--- config.mk ---
export PLATFORM = sky130hd
export DESIGN_NAME = sbc_config_interrupt_registers
export DESIGN_NICKNAME = d
export VERILOG_FILES = /design/src/logic/sbc_regs_pkg.sv /design/src/logic/sbc_config_interrupt_registers.sv /design/src/logic/serial_frame_port.sv
export VERILOG_INCLUDE_DIRS = /design/src /design/src/logic
export SDC_FILE = /design/constraint.sdc
export NUM_CORES = 1
export LEC_CHECK = 0
export BUFFER_PORTS_ARGS = -buffer_cell sky130_fd_sc_hd__buf_2
export CORE_ASPECT_RATIO = 1.75
export CORE_MARGIN = 2
export CORE_UTILIZATION = 58
export DETAILED_ROUTE_END_ITERATION = 8
export GPL_TIMING_DRIVEN = 0
export PLACE_DENSITY_LB_ADDON = 0.2
export REMOVE_ABC_BUFFERS = 1
export SLEW_MARGIN = 10
export SYNTH_ARGS = -nofsm -noshare
export SYNTH_HDL_FRONTEND = slang
export SYNTH_SLANG_ARGS = --single-unit
--- constraint.sdc ---
create_clock -name clk -period 2.45 [get_ports clk]
set_input_delay 0.245 -clock clk [delete_from_list [all_inputs] [get_ports clk]]
set_output_delay 0.245 -clock clk [all_outputs]
set_load 0.01 [all_outputs]
--- src/logic/sbc_regs_cfg.svh ---
// Register offsets, reset values and serial frame constants.
// Included by both design modules.
`ifndef SBC_REGS_CFG_SVH
`define SBC_REGS_CFG_SVH

`define OFS_DEVICE_SETUP     7'h1a
`define OFS_LIMP_SETUP       7'h1b
`define OFS_SLEEP_WAKE_ERROR_TIMER        7'h1c
`define OFS_XCVR_CONTROL     7'h1d
`define OFS_HIGH_SIDE        7'h1e
`define OFS_PA_FREQ          7'h1f
`define OFS_PA_DUTY_HI       7'h20
`define OFS_PA_DUTY_LO       7'h21
`define OFS_PB_FREQ          7'h22
`define OFS_PB_DUTY_HI       7'h23
`define OFS_PB_DUTY_LO       7'h24
`define OFS_TIMER_A          7'h25
`define OFS_TIMER_B          7'h26
`define OFS_RESTART          7'h28
`define OFS_RESET_PIN        7'h29
`define OFS_IRQ_SUMMARY      7'h50
`define OFS_IRQ_FLAGS_A      7'h51
`define OFS_IRQ_FLAGS_B      7'h52
`define OFS_IRQ_FLAGS_C      7'h53
`define OFS_IRQ_MASK_A       7'h56
`define OFS_IRQ_MASK_B       7'h57
`define OFS_IRQ_MASK_C       7'h58
`define OFS_IRQ_FLAGS_D      7'h5a
`define OFS_IRQ_MASK_D       7'h5e

`define RST_DEVICE_SETUP     8'h80
`define RST_SLEEP_WAKE_ERROR_TIMER        8'h30
`define RST_RESTART_LIMIT    4'h4
`define RST_IRQ_FLAGS_B      8'h40
`define RST_IRQ_MASK_A       8'hb0
`define RST_IRQ_MASK_B       8'h37
`define RST_IRQ_MASK_C       8'hbc
`define RST_IRQ_MASK_D       8'hcc

`define POS_SLEEP_SERIAL     7
`define POS_DTO_DISABLE      2
`define POS_FRAME_ERR        0

`define FRAME_BITS_PLAIN     5'd16
`define FRAME_BITS_CRC       5'd24
`define ADDR_BITS            5'd8

`endif

--- src/logic/sbc_regs_pkg.sv ---
// Types shared by the serial port and the register bank.
// Constants live in sbc_regs_cfg.svh.
package sbc_regs_pkg;
  typedef enum logic [0:0] {
    LINK_IDLE   = 1'b0,
    LINK_ACTIVE = 1'b1
  } link_state_e;
  typedef logic [6:0] reg_addr_t;
  typedef logic [7:0] reg_byte_t;
endpackage

--- src/logic/sbc_config_interrupt_registers.sv ---
// Upper register bank: device setup, transceiver and switch control,
// pulse channels, cyclic timers, restart counter and interrupt flags.
// Assumes event and mode inputs come from logic on clk; pins are raw.
`timescale 1ns/1ps
`default_nettype none
`include "sbc_regs_cfg.svh"

// Overview of operation
// - Channel A duty: 0x20[1:0] high, 0x21 low
// - Channel B duty: 0x23[1:0] high, 0x24 low
// - Restart entries counted; limit reached requests sleep
// - Power-up restores sleep-wake error timer default
// - Summary register ORs the flag groups
// - Each flag group has its mask register
// - Group D holds transceiver and switch events
// - Setup bit keeps serial port alive asleep while I/O supply is good
// - 0x1D sets transceiver mode and timeout
// - 0x29 configures reset and fail-safe pins
// - Frames are 16 or 24 clocks
// - Sample rising, shift falling, float when deselected
module sbc_config_interrupt_registers
  import sbc_regs_pkg::*;
(
  input  wire logic       clk,
  input  wire logic       rst_n,
  input  wire logic       cs_n_pin,
  input  wire logic       sclk_pin,
  input  wire logic       sdi_pin,
  output logic            sdo_out,
  output logic            sdo_oe,
  input  wire logic       crc_enable,
  input  wire logic       sleep_mode,
  input  wire logic       io_supply_ok,
  input  wire logic       restart_entry,
  input  wire reg_byte_t  irq_event_a,
  input  wire reg_byte_t  irq_event_b,
  input  wire reg_byte_t  irq_event_c,
  input  wire logic [3:0] transceiver_event,
  input  wire logic [3:0] high_side_event,
  output reg_byte_t       device_setup,
  output reg_byte_t       limp_setup,
  output reg_byte_t       sleep_wake_error_timer,
  output logic [1:0]      transceiver_mode,
  output logic            dominant_timeout_enable,
  output reg_byte_t       high_side_control,
  output reg_byte_t       pulse_a_frequency,
  output logic [9:0]      pulse_a_duty,
  output reg_byte_t       pulse_b_frequency,
  output logic [9:0]      pulse_b_duty,
  output reg_byte_t       cyclic_timer_a,
  output reg_byte_t       cyclic_timer_b,
  output reg_byte_t       reset_pin_control,
  output logic            serial_port_enable,
  output logic            sleep_request,
  output logic            irq_pending
);

  // Bus side
  logic      rd_req, wr_req, frame_error;
  reg_addr_t rd_addr, wr_addr;
  reg_byte_t wr_data;
  reg_byte_t rd_data_r;
  reg_byte_t rd_value;

  // Stored registers
  reg_byte_t  device_setup_r;
  reg_byte_t  limp_setup_r;
  reg_byte_t  sleep_wake_error_timer_r;
  reg_byte_t  xcvr_control_r;
  reg_byte_t  high_side_r;
  reg_byte_t  pa_freq_r;
  logic [1:0] pa_duty_hi_r;
  reg_byte_t  pa_duty_lo_r;
  reg_byte_t  pb_freq_r;
  logic [1:0] pb_duty_hi_r;
  reg_byte_t  pb_duty_lo_r;
  reg_byte_t  timer_a_r;
  reg_byte_t  timer_b_r;
  logic [3:0] restart_limit_r;
  logic [3:0] restart_count_r;
  logic [3:0] restart_count_nxt;
  reg_byte_t  reset_pin_r;
  reg_byte_t  flags_a_r, flags_b_r, flags_c_r, flags_d_r;
  reg_byte_t  mask_a_r, mask_b_r, mask_c_r, mask_d_r;
  reg_byte_t  irq_summary;
  reg_byte_t  event_c_all;
  logic       sleep_request_r;
  logic       irq_pending_r;

  // True for every address that holds a register in this bank
  function automatic logic is_mapped(input reg_addr_t a);
    case (a)
      `OFS_DEVICE_SETUP, `OFS_LIMP_SETUP, `OFS_SLEEP_WAKE_ERROR_TIMER, `OFS_XCVR_CONTROL,
      `OFS_HIGH_SIDE, `OFS_PA_FREQ, `OFS_PA_DUTY_HI, `OFS_PA_DUTY_LO,
      `OFS_PB_FREQ, `OFS_PB_DUTY_HI, `OFS_PB_DUTY_LO, `OFS_TIMER_A,
      `OFS_TIMER_B, `OFS_RESTART, `OFS_RESET_PIN, `OFS_IRQ_SUMMARY,
      `OFS_IRQ_FLAGS_A, `OFS_IRQ_FLAGS_B, `OFS_IRQ_FLAGS_C, `OFS_IRQ_MASK_A,
      `OFS_IRQ_MASK_B, `OFS_IRQ_MASK_C, `OFS_IRQ_FLAGS_D, `OFS_IRQ_MASK_D:
        is_mapped = 1'b1;
      default:
        is_mapped = 1'b0;
    endcase
  endfunction

  // Write strobe for one address
  function automatic logic wr_hit(input logic req, input reg_addr_t a, input reg_addr_t target);
    wr_hit = req && (a == target) && is_mapped(a);
  endfunction

  // Serial port stays usable asleep only with setup bit and I/O supply
  assign serial_port_enable = !sleep_mode || (device_setup_r[`POS_SLEEP_SERIAL] && io_supply_ok);

  serial_frame_port #(
    .CNT_W (5)
  ) u_port (
    .clk         (clk),
    .rst_n       (rst_n),
    .cs_n_pin    (cs_n_pin),
    .sclk_pin    (sclk_pin),
    .sdi_pin     (sdi_pin),
    .sdo_out     (sdo_out),
    .sdo_oe      (sdo_oe),
    .crc_enable  (crc_enable),
    .port_enable (serial_port_enable),
    .rd_req      (rd_req),
    .rd_addr     (rd_addr),
    .rd_data     (rd_data_r),
    .wr_req      (wr_req),
    .wr_addr     (wr_addr),
    .wr_data     (wr_data),
    .frame_error (frame_error)
  );

  // Device and limp setup
  always_ff @(posedge clk) begin
    if (!rst_n) begin
      device_setup_r <= `RST_DEVICE_SETUP;
      limp_setup_r   <= 8'h00;
    end else begin
      if (wr_hit(wr_req, wr_addr, `OFS_DEVICE_SETUP)) begin
        device_setup_r <= wr_data;
      end
      if (wr_hit(wr_req, wr_addr, `OFS_LIMP_SETUP)) begin
        limp_setup_r <= wr_data;
      end
    end
  end

  // Power-on reset always returns the timer to its default
  always_ff @(posedge clk) begin
    if (!rst_n) begin
      sleep_wake_error_timer_r <= `RST_SLEEP_WAKE_ERROR_TIMER;
    end else if (wr_hit(wr_req, wr_addr, `OFS_SLEEP_WAKE_ERROR_TIMER)) begin
      sleep_wake_error_timer_r <= wr_data;
    end
  end

  // Transceiver mode and dominant timeout
  always_ff @(posedge clk) begin
    if (!rst_n) begin
      xcvr_control_r <= 8'h00;
    end else if (wr_hit(wr_req, wr_addr, `OFS_XCVR_CONTROL)) begin
      xcvr_control_r <= wr_data;
    end
  end

  always_ff @(posedge clk) begin
    if (!rst_n) begin
      high_side_r <= 8'h00;
    end else if (wr_hit(wr_req, wr_addr, `OFS_HIGH_SIDE)) begin
      high_side_r <= wr_data;
    end
  end

  // Pulse channel A
  always_ff @(posedge clk) begin
    if (!rst_n) begin
      pa_freq_r    <= 8'h00;
      pa_duty_hi_r <= 2'b00;
      pa_duty_lo_r <= 8'h00;
    end else begin
      if (wr_hit(wr_req, wr_addr, `OFS_PA_FREQ)) begin
        pa_freq_r <= wr_data;
      end
      if (wr_hit(wr_req, wr_addr, `OFS_PA_DUTY_HI)) begin
        pa_duty_hi_r <= wr_data[1:0];
      end
      if (wr_hit(wr_req, wr_addr, `OFS_PA_DUTY_LO)) begin
        pa_duty_lo_r <= wr_data;
      end
    end
  end

  // Pulse channel B
  always_ff @(posedge clk) begin
    if (!rst_n) begin
      pb_freq_r    <= 8'h00;
      pb_duty_hi_r <= 2'b00;
      pb_duty_lo_r <= 8'h00;
    end else begin
      if (wr_hit(wr_req, wr_addr, `OFS_PB_FREQ)) begin
        pb_freq_r <= wr_data;
      end
      if (wr_hit(wr_req, wr_addr, `OFS_PB_DUTY_HI)) begin
        pb_duty_hi_r <= wr_data[1:0];
      end
      if (wr_hit(wr_req, wr_addr, `OFS_PB_DUTY_LO)) begin
        pb_duty_lo_r <= wr_data;
      end
    end
  end

  // Cyclic timers; on-width versus period is the host's concern
  always_ff @(posedge clk) begin
    if (!rst_n) begin
      timer_a_r <= 8'h00;
      timer_b_r <= 8'h00;
    end else begin
      if (wr_hit(wr_req, wr_addr, `OFS_TIMER_A)) begin
        timer_a_r <= wr_data;
      end
      if (wr_hit(wr_req, wr_addr, `OFS_TIMER_B)) begin
        timer_b_r <= wr_data;
      end
    end
  end

  // Reset and fail-safe pin setup
  always_ff @(posedge clk) begin
    if (!rst_n) begin
      reset_pin_r <= 8'h00;
    end else if (wr_hit(wr_req, wr_addr, `OFS_RESET_PIN)) begin
      reset_pin_r <= wr_data;
    end
  end

  // Restart counter: a write clears the count, an entry still counts
  always_comb begin
    restart_count_nxt = restart_count_r;
    if (wr_hit(wr_req, wr_addr, `OFS_RESTART)) begin
      restart_count_nxt = 4'h0;
    end
    if (restart_entry && restart_count_nxt != 4'hf) begin
      restart_count_nxt = restart_count_nxt + 4'h1;
    end
  end

  always_ff @(posedge clk) begin
    if (!rst_n) begin
      restart_limit_r <= `RST_RESTART_LIMIT;
      restart_count_r <= 4'h0;
    end else begin
      restart_count_r <= restart_count_nxt;
      if (wr_hit(wr_req, wr_addr, `OFS_RESTART)) begin
        restart_limit_r <= wr_data[7:4];
      end
    end
  end

  // Limit of zero disables the sleep transition
  always_ff @(posedge clk) begin
    if (!rst_n) begin
      sleep_request_r <= 1'b0;
    end else begin
      sleep_request_r <= (restart_limit_r != 4'h0) && (restart_count_r >= restart_limit_r);
    end
  end

  // Interrupt flags: events set, write one clears, set wins
  assign event_c_all = irq_event_c | (8'(frame_error) << `POS_FRAME_ERR);

  always_ff @(posedge clk) begin
    if (!rst_n) begin
      flags_a_r <= 8'h00;
      flags_b_r <= `RST_IRQ_FLAGS_B;
      flags_c_r <= 8'h00;
      flags_d_r <= 8'h00;
    end else begin
      flags_a_r <= (flags_a_r & ~(wr_hit(wr_req, wr_addr, `OFS_IRQ_FLAGS_A) ? wr_data : 8'h00)) | irq_event_a;
      flags_b_r <= (flags_b_r & ~(wr_hit(wr_req, wr_addr, `OFS_IRQ_FLAGS_B) ? wr_data : 8'h00)) | irq_event_b;
      flags_c_r <= (flags_c_r & ~(wr_hit(wr_req, wr_addr, `OFS_IRQ_FLAGS_C) ? wr_data : 8'h00)) | event_c_all;
      flags_d_r <= (flags_d_r & ~(wr_hit(wr_req, wr_addr, `OFS_IRQ_FLAGS_D) ? wr_data : 8'h00))
                   | {high_side_event, transceiver_event};
    end
  end

  // Interrupt masks
  always_ff @(posedge clk) begin
    if (!rst_n) begin
      mask_a_r <= `RST_IRQ_MASK_A;
      mask_b_r <= `RST_IRQ_MASK_B;
      mask_c_r <= `RST_IRQ_MASK_C;
      mask_d_r <= `RST_IRQ_MASK_D;
    end else begin
      if (wr_hit(wr_req, wr_addr, `OFS_IRQ_MASK_A)) begin
        mask_a_r <= wr_data;
      end
      if (wr_hit(wr_req, wr_addr, `OFS_IRQ_MASK_B)) begin
        mask_b_r <= wr_data;
      end
      if (wr_hit(wr_req, wr_addr, `OFS_IRQ_MASK_C)) begin
        mask_c_r <= wr_data;
      end
      if (wr_hit(wr_req, wr_addr, `OFS_IRQ_MASK_D)) begin
        mask_d_r <= wr_data;
      end
    end
  end

  // Summary: bit 7 any group, bits 6..3 groups A..D
  assign irq_summary = {(|flags_a_r) | (|flags_b_r) | (|flags_c_r) | (|flags_d_r),
                        |flags_a_r, |flags_b_r, |flags_c_r, |flags_d_r, 3'b000};

  always_ff @(posedge clk) begin
    if (!rst_n) begin
      irq_pending_r <= 1'b0;
    end else begin
      irq_pending_r <= |((flags_a_r & mask_a_r) | (flags_b_r & mask_b_r)
                         | (flags_c_r & mask_c_r) | (flags_d_r & mask_d_r));
    end
  end

  // Read multiplexer
  always_comb begin
    rd_value = 8'h00;
    if (is_mapped(rd_addr)) begin
      case (rd_addr)
        `OFS_DEVICE_SETUP: rd_value = device_setup_r;
        `OFS_LIMP_SETUP:   rd_value = limp_setup_r;
        `OFS_SLEEP_WAKE_ERROR_TIMER:    rd_value = sleep_wake_error_timer_r;
        `OFS_XCVR_CONTROL: rd_value = xcvr_control_r;
        `OFS_HIGH_SIDE:    rd_value = high_side_r;
        `OFS_PA_FREQ:      rd_value = pa_freq_r;
        `OFS_PA_DUTY_HI:   rd_value = {6'b000000, pa_duty_hi_r};
        `OFS_PA_DUTY_LO:   rd_value = pa_duty_lo_r;
        `OFS_PB_FREQ:      rd_value = pb_freq_r;
        `OFS_PB_DUTY_HI:   rd_value = {6'b000000, pb_duty_hi_r};
        `OFS_PB_DUTY_LO:   rd_value = pb_duty_lo_r;
        `OFS_TIMER_A:      rd_value = timer_a_r;
        `OFS_TIMER_B:      rd_value = timer_b_r;
        `OFS_RESTART:      rd_value = {restart_limit_r, restart_count_r};
        `OFS_RESET_PIN:    rd_value = reset_pin_r;
        `OFS_IRQ_SUMMARY:  rd_value = irq_summary;
        `OFS_IRQ_FLAGS_A:  rd_value = flags_a_r;
        `OFS_IRQ_FLAGS_B:  rd_value = flags_b_r;
        `OFS_IRQ_FLAGS_C:  rd_value = flags_c_r;
        `OFS_IRQ_FLAGS_D:  rd_value = flags_d_r;
        `OFS_IRQ_MASK_A:   rd_value = mask_a_r;
        `OFS_IRQ_MASK_B:   rd_value = mask_b_r;
        `OFS_IRQ_MASK_C:   rd_value = mask_c_r;
        `OFS_IRQ_MASK_D:   rd_value = mask_d_r;
        default:           rd_value = 8'h00;
      endcase
    end
  end

  // Read data held for the falling-edge shift
  always_ff @(posedge clk) begin
    if (!rst_n) begin
      rd_data_r <= 8'h00;
    end else if (rd_req) begin
      rd_data_r <= rd_value;
    end
  end

  assign device_setup            = device_setup_r;
  assign limp_setup              = limp_setup_r;
  assign sleep_wake_error_timer  = sleep_wake_error_timer_r;
  assign transceiver_mode        = xcvr_control_r[1:0];
  assign dominant_timeout_enable = ~xcvr_control_r[`POS_DTO_DISABLE];
  assign high_side_control       = high_side_r;
  assign pulse_a_frequency       = pa_freq_r;
  assign pulse_a_duty            = {pa_duty_hi_r, pa_duty_lo_r};
  assign pulse_b_frequency       = pb_freq_r;
  assign pulse_b_duty            = {pb_duty_hi_r, pb_duty_lo_r};
  assign cyclic_timer_a          = timer_a_r;
  assign cyclic_timer_b          = timer_b_r;
  assign reset_pin_control       = reset_pin_r;
  assign sleep_request           = sleep_request_r;
  assign irq_pending             = irq_pending_r;

endmodule // sbc_config_interrupt_registers

`default_nettype wire

--- src/logic/serial_frame_port.sv ---
// Serial frame port: synchronises the chip-select, clock and data pins,
// shifts frames MSB first and issues read and write requests.
// Assumes the serial clock is slower than one eighth of clk.
`timescale 1ns/1ps
`default_nettype none
`include "sbc_regs_cfg.svh"

module serial_frame_port
  import sbc_regs_pkg::*;
#(
  parameter int CNT_W = 5
) (
  input  wire logic      clk,
  input  wire logic      rst_n,
  input  wire logic      cs_n_pin,
  input  wire logic      sclk_pin,
  input  wire logic      sdi_pin,
  output logic           sdo_out,
  output logic           sdo_oe,
  input  wire logic      crc_enable,
  input  wire logic      port_enable,
  output logic           rd_req,
  output reg_addr_t      rd_addr,
  input  wire reg_byte_t rd_data,
  output logic           wr_req,
  output reg_addr_t      wr_addr,
  output reg_byte_t      wr_data,
  output logic           frame_error
);
  if (CNT_W < 5) begin : g_cnt_check
    $error("CNT_W must hold a count of 24");
  end

  logic             cs_meta_r, cs_sync_r, cs_prev_r;
  logic             sclk_meta_r, sclk_sync_r, sclk_prev_r;
  logic             sdi_meta_r, sdi_sync_r;
  link_state_e      state_r;
  logic [CNT_W-1:0] cnt_r;
  logic [23:0]      in_sh_r;
  logic [7:0]       out_sh_r;
  logic             write_bit_r;
  logic             sclk_rise, sclk_fall, cs_fall, cs_rise, len_ok;

  always_ff @(posedge clk) begin
    if (!rst_n) begin
      {cs_meta_r, cs_sync_r, cs_prev_r} <= 3'b111;
      {sclk_meta_r, sclk_sync_r, sclk_prev_r} <= 3'b000;
      {sdi_meta_r, sdi_sync_r} <= 2'b00;
    end else begin
      {cs_meta_r, cs_sync_r, cs_prev_r} <= {cs_n_pin, cs_meta_r, cs_sync_r};
      {sclk_meta_r, sclk_sync_r, sclk_prev_r} <= {sclk_pin, sclk_meta_r, sclk_sync_r};
      {sdi_meta_r, sdi_sync_r} <= {sdi_pin, sdi_meta_r};
    end
  end

  assign sclk_rise = sclk_sync_r & ~sclk_prev_r;
  assign sclk_fall = ~sclk_sync_r & sclk_prev_r;
  assign cs_fall   = cs_prev_r & ~cs_sync_r;
  assign cs_rise   = ~cs_prev_r & cs_sync_r;
  assign len_ok    = (cnt_r == (crc_enable ? CNT_W'(`FRAME_BITS_CRC) : CNT_W'(`FRAME_BITS_PLAIN)));
  assign sdo_oe    = (state_r == LINK_ACTIVE);

  // Frame state, bit count and input shifting on rising edges
  always_ff @(posedge clk) begin
    if (!rst_n) begin
      state_r     <= LINK_IDLE;
      cnt_r       <= '0;
      in_sh_r     <= '0;
      write_bit_r <= 1'b0;
    end else begin
      case (state_r)
        LINK_IDLE: begin
          if (cs_fall && port_enable) begin
            state_r <= LINK_ACTIVE;
            cnt_r   <= '0;
          end
        end
        LINK_ACTIVE: begin
          if (cs_rise) begin
            state_r <= LINK_IDLE;
          end else if (sclk_rise) begin
            in_sh_r <= {in_sh_r[22:0], sdi_sync_r};
            if (cnt_r != '1) begin
              cnt_r <= cnt_r + 1'b1;
            end
            if (cnt_r == CNT_W'(`ADDR_BITS - 5'd1)) begin
              write_bit_r <= sdi_sync_r;
            end
          end
        end
        default: state_r <= LINK_IDLE;
      endcase
    end
  end

  // Requests toward the register bank
  always_ff @(posedge clk) begin
    if (!rst_n) begin
      rd_req      <= 1'b0;
      rd_addr     <= '0;
      wr_req      <= 1'b0;
      wr_addr     <= '0;
      wr_data     <= '0;
      frame_error <= 1'b0;
    end else begin
      rd_req      <= 1'b0;
      wr_req      <= 1'b0;
      frame_error <= 1'b0;
      if (state_r == LINK_ACTIVE && sclk_rise && !cs_rise && cnt_r == CNT_W'(`ADDR_BITS - 5'd1)) begin
        rd_req  <= 1'b1;
        rd_addr <= in_sh_r[6:0];
      end
      if (state_r == LINK_ACTIVE && cs_rise) begin
        if (!len_ok) begin
          frame_error <= 1'b1;
        end else if (write_bit_r) begin
          wr_req  <= 1'b1;
          wr_addr <= rd_addr;
          wr_data <= crc_enable ? in_sh_r[15:8] : in_sh_r[7:0];
        end
      end
    end
  end

  // Output data changes on falling edges once the address byte is in
  always_ff @(posedge clk) begin
    if (!rst_n) begin
      sdo_out  <= 1'b0;
      out_sh_r <= '0;
    end else if (state_r != LINK_ACTIVE) begin
      sdo_out  <= 1'b0;
      out_sh_r <= '0;
    end else if (sclk_fall) begin
      if (cnt_r == CNT_W'(`ADDR_BITS)) begin
        sdo_out  <= rd_data[7];
        out_sh_r <= {rd_data[6:0], 1'b0};
      end else if (cnt_r > CNT_W'(`ADDR_BITS)) begin
        sdo_out  <= out_sh_r[7];
        out_sh_r <= {out_sh_r[6:0], 1'b0};
      end
    end
  end
endmodule // serial_frame_port

`default_nettype wire

Word level (Yosys, flattened, before mapping)
Index checks and enable logic that the tools add are counted.
W data, S select, Z words.
- register bits after elaboration: 247
- output and inout port bits: 100
- word-level logic and storage cells: 245
- add/subtract/negate cells: 2
- magnitude comparators: 2
- equality and inequality tests: 57
- multiplexer cells: 28
- bitwise operators: 34
- reduce and logical (&&, ||, !) cells: 75
- operator list (operator ; number):
    $pmux W8 S24 ; 1
    $eq A7 B6 Y1 const B ; 18
    $eq A7 B7 Y1 const B ; 18
    $eq A7 B5 Y1 const B ; 12
    $and A8 B8 Y8 ; 8
    $mux W8 ; 8
    $or A8 B8 Y8 ; 7
    $logic_and A1 B1 Y1 ; 55
    $reduce_or A24 Y1 ; 2
    $reduce_or A8 Y1 ; 5
    $not A8 Y8 ; 4
    $mux W5 ; 4
    $mux W4 ; 3
    $mux W1 ; 10
    $pmux W5 S2 ; 1
    $reduce_and A3 Y1 ; 3
    $or A8 B1 Y8 ; 1
    $reduce_and A4 Y1 ; 2
    $not A1 Y1 ; 7
    $ne A2 B2 Y1 const B ; 3
    $reduce_and A2 Y1 ; 3
    $add A5 B1 Y5 const B ; 1
    $eq A5 B3 Y1 const B ; 1
    $eq A5 B4 Y1 const B ; 1
    other kinds (14) ; 20

Depth between registers and ports, before layout
- word-level depth: 9
- depth in mapped cells: 9
- gate-level depth less buffers: 8

Hierarchy
A second synthesis with hierarchy kept.
- cell total of the unflattened synthesis: 1314
- area total of the unflattened synthesis: 11632.4 um^2
- by module, submodules not included (module ; times used ; cells an instance ; area each (um^2)):
    sbc_config_interrupt_registers ; 1 ; 1054 ; 8981.1
    serial_frame_port ; 1 ; 260 ; 2651.3

Least setup slack after synthesis
No wires, ideal clock.
- path type: reg2reg
- start point: reg u_port.wr_addr[5]
- end point: reg restart_count_r[3]
- library setup time: 0.116 ns
- arrival: 1.933 ns
- required time: 2.334 ns
- slack: 0.402 ns
- cell stages (with the launch flop): 9
- path buffers: 0
- clock period less this slack: 2.048 ns
- cells stage by stage: dfxtp_1 nor3b_1 nand3_2 and2_1 ha_1 a41o_1 nor2_1 xor2_1 and3_1
- longest elaborated chain between the ends: 8
- elaborated cells on any way between the ends: 33
- those cells by class: 1 x add/sub; 25 x eq/ne; 3 x mux; 4 x reduce/logical
- RTL lines (element ; RTL line ; source):
    start, declared ; serial_frame_port.sv:26 ; output reg_addr_t wr_addr,
    start signal, assigned ; serial_frame_port.sv:118 ; wr_addr <= rd_addr;
    $eq A7 B5 Y1, or another cell as far along ; sbc_config_interrupt_registers.sv:92 ; case (a)
    $reduce_or A24 Y1 ; sbc_config_interrupt_registers.sv:92 ;
    $mux W1 ; sbc_config_interrupt_registers.sv:92 ;
    $logic_and A1 B1 Y1 * ; sbc_config_interrupt_registers.sv:107 ; wr_hit = req && (a == target) && is_mapped(a);
    $mux W4 * ; sbc_config_interrupt_registers.sv:240 ; if (wr_hit(wr_req, wr_addr, `OFS_RESTART)) begin
    parallel branches: the longest is 2 deep, another holds $add A4 B1 Y4 ; n/a ;
    $mux W4 * ; sbc_config_interrupt_registers.sv:243 ; if (restart_entry && restart_count_nxt != 4'hf) begin
    end signal, assigned ; sbc_config_interrupt_registers.sv:253 ; restart_count_r <= restart_count_nxt;
    end, declared ; sbc_config_interrupt_registers.sv:80 ; logic [3:0] restart_count_r;
Every way passes the cells marked *.
A chain may end at the register's enable or synchronous reset.

Final worst setup path
- start point: reg u_port.rd_addr[3]
- end point: reg rd_data_r[5]
- longest elaborated chain between the ends: 4
- elaborated cells on any way between the ends: 28
- those cells by class: 24 x eq/ne; 3 x mux; 1 x reduce/logical
- RTL lines (element ; RTL line ; source):
    start, declared ; serial_frame_port.sv:23 ; output reg_addr_t rd_addr,
    start signal, assigned ; serial_frame_port.sv:111 ; rd_addr <= in_sh_r[6:0];
    $eq A7 B7 Y1, or another cell as far along ; sbc_config_interrupt_registers.sv:92, sbc_config_interrupt_registers.sv:327 ;
    $reduce_or A24 Y1 ; sbc_config_interrupt_registers.sv:92 ;
    $mux W1 ; sbc_config_interrupt_registers.sv:92 ;
    $mux W8 * ; sbc_config_interrupt_registers.sv:326 ; if (is_mapped(rd_addr)) begin
    end signal, assigned ; sbc_config_interrupt_registers.sv:362 ; rd_data_r <= rd_value;
    end, declared ; sbc_config_interrupt_registers.sv:62 ; reg_byte_t rd_data_r;
Every way passes the cells marked *; elsewhere a longest branch is shown, timed or not.

==> summary.txt <==
GRT
  – Pin count of the biggest net entering global routing: around 110
  – Initial antenna violation count: 0
  – Global route overflow: 0
  – Global-route wire length before repair: 63000 um
  – Vias in the first global route: 10500
  – GRT Overall Usage: 40.9%

Layout
  – Area Growth Syn to Fin: 18.5%
  – ANT cells: 0
  – Fin nets: around 1500
  – Commonest cells after routing, fill and taps aside: dfxtp_1 (238), nand2_1 (168), nor2_1 (162)
  – Commonest non-fill, non-tap cell in the layout: dfxtp_1
  – Final cell utilization of the core: 70.1%
  – Cell area after layout: approximately 13000 um2
  – Layout cells sized above 1: 18.5%

Logic synthesis
  – Register area share after synthesis: 43.4%
  – EDFF count, synth: 0
  – Synth area leaders: dfxtp_1 (43%), mux2i_1 (12%), nand2_1 (5.6%), nor2_1 (5.4%), a21oi_1 (4.6%)
  – Mean area per synthesized cell: 8.75 um2
  – Syn Inst Count: 1297
  – Seq cells post-synth: 246
  – Synth top area share: 43.4%
  – Async set-or-reset flop fraction in the synthesized netlist: 0%
  – Cell taking the most area after synthesis: dfxtp_1
  – Commonest register cell after synthesis: dfxtp_1
  – Cell Area, Synth: between 10000 and 15000 um2
  – Post-synthesis cell type count: 78
  – YS warnings: 0

Worst setup path
  – Max incr delay on CP: 0.68 ns
  – Worst-path cell chain: nand2b_2 -> nor2_1 -> a222oi_1 -> o211ai_1 -> o32ai_1 -> nor2_1
  – WP data arrival: 2.84 ns
  – Worst Setup End Kind: flop
  – Family with the most delay on the worst path: compound AO/OA/AOI/OAI gates
  – Req. time, crit path: between 2 and 3 ns
  – Most frequent CP cell: nor2_1
  – CP bufs+invs: 0
  – CP startpoint kind: flop
  – Critical Path Fanout Max: 31
  – Crit-path slowest cell: dfxtp_4
  – Crit Path Class: reg2reg

Floorplan
  – Starting density of the core: roughly three fifths
  – Die X-Extent: 110 um
  – Row cnt: 67
  – I/O Pins: 141
  – Die outline height: 189 um
  – Die ar.: 20800 um2
  – Core area: 19200 um2

Clock tree
  – Clock root buffer: clkbuf_16
  – Clock-pin slew on the worst setup and hold paths: 0.06 ns
  – Clock latency on the worst-skew pair: around 0.53 ns
  – Sink Count: between 200 and 250
  – CTS tree: yes
  – Buffer depth of the longest clock path: 3
  – H-tree depth: 1
  – Num CTS Buffers: 23

Place
  – I/O Buffers: 140
  – Dpl hpwl: 29300 um
  – Area after DPL: around 12000 um2
  – GP Congestion: 0.981

STA
  – RSZ-0062 raised after global routing: no
  – Final min period: 2.43 ns
  – Worst-Margin Slew: between 1 and 1.5 ns
  – Slew Limit Fails: 0
  – Hold Worst Slack: roughly 0.027 ns
  – Final period util: 99.4%
  – Max Clk Rate: around 410 MHz
  – Fin. Hold Viols: 0
  – Setup Viol. Count Final: 0
  – Final Skew: 0.0114 ns
  – Slew Limit Headroom: 9.93%

Power and ir drop
  – Power Density: 594 nW/um2
  – VDD IR max: 677 uV
  – Pleak: 5.29 nW

Drt
  – Avg Vias per Cell: 6.49
  – DR pass1 iterations: 6
  – WL/cell: 25.4 um
  – Final routed DRC violation total: 0
  – Routed Antenna Nets: 0
  – Initial DRC Count: 1335
  – Via count: 10900
  – Routed WL: ~43000 um

Status
  – Status: finished, final reports clean

Run
  – Maxcap violations: 0

Hold path
  – Worst Hold Class: in2reg
## timing repair
action / in CTS / in global routing
hold buffers: 34 / 0
hold endpoints to repair: 34 / 0
resized for setup: 21 / 11
setup endpoints to repair: 29 / 23
pin swaps: 5 / 3
buffers inserted: 12 / 5
## logic make-up after synthesis
family / share of synthesized area [%]
DFF: 43.4
xor gates and xnor gates: 0.386
adders and majority gates: 0.882
buffers and inverters: 4.55
AOI/OAI and AO/OA: 15.1
and+or+nand+nor: 22.1
muxes: 13.5
## path summary, 6_finish.rpt
path | start | to | slack, ns | depth (start not counted)
worst max-delay path | u_port.rd_addr[3]$_SDFFE_PN0P_ | rd_data_r[5]$_SDFFE_PN0P_ | 0.02 | 6
worst min-delay path | irq_event_b[0] | flags_b_r[0]$_SDFF_PN0_ | 0.03 | 3
worst max register to register | u_port.rd_addr[3]$_SDFFE_PN0P_ | rd_data_r[5]$_SDFFE_PN0P_ | 0.02 | 6
worst min register to register | u_port.cs_meta_r$_SDFF_PN1_ | u_port.cs_sync_r$_SDFF_PN1_ | 0.41 | 1
## sequential cells by signal, summed over array words and instances, names as in the netlist, 8 cells and up
signal and count:
flags_c_r 8, flags_a_r 8, xcvr_control_r 8, flags_b_r 8
mask_b_r 8, pulse_a_frequency 8, flags_d_r 8, pulse_b_frequency 8
reset_pin_control 8, mask_a_r 8, rd_data_r 8, u_port.wr_data 8
u_port.in_sh_r 16, high_side_control 8, pb_duty_lo_r 8, limp_setup 8
sleep_wake_error_timer 8, pa_duty_lo_r 8, cyclic_timer_a 8, mask_c_r 8
device_setup 8, mask_d_r 8, cyclic_timer_b 8
## cell usage after synthesis (15+ instances only)
master / count
inv_1: 18
nand2_1: 169
a211oi_1: 20
a21oi_1: 105
mux2i_1: 139
dfxtp_1: 246
buf_2: 29
nor2_1: 164
nand3_1: 61
a22oi_1: 25
a32oi_1: 17
clkbuf_1: 55
nor4_1: 17
nand2b_1: 15
## where the power goes
group	switching, mW	leakage, nW	internal [mW]
registers	0.0733	2.00	4.04
clock network	1.54	0.368	2.06
logic	0.147	2.92	0.126
## worst register-to-register path: cells and delay by family (launching register included)
| family | cells | cell delay [ns] |
|---|---|---|
| compound gates | 3 | 1.02 |
| flops | 1 | 0.68 |
| simple gates | 3 | 0.62 |
## through the flow
stage	worst slack, ns	power, mW	instances	TNS, ns
after floorplan	-0.439	4.30	1201	-8.01
after global placement	-2.73	4.42	1582	-235.97
after detailed placement	-0.691	4.43	1591	-9.13
after CTS	0.00441	8.00	1677	0
after global routing	0.00434	8.18	1682	0
final	0.0156	7.99	1682	0
## per-layer routing
metal,global-route usage [%],wire length [um],vias up
li1,-,-,4885
met1,47.2,15200,5238
met5,0,0,-
met4,30.9,3740,0
met2,65.8,20500,588
met3,7.30,3280,207
## layout make-up
type | instances | area, um2
inverter | 19 | 78.8
clock inverter | 7 | 88.8
timing repair buffer | 200 | 1320
clock buffer | 33 | 653
tap | 241 | 302
fill | 1527 | 5740
sequential | 246 | 4940
multi-input combinational | 936 | 6070
Note: power is estimated with default switching activity, not from simulation.
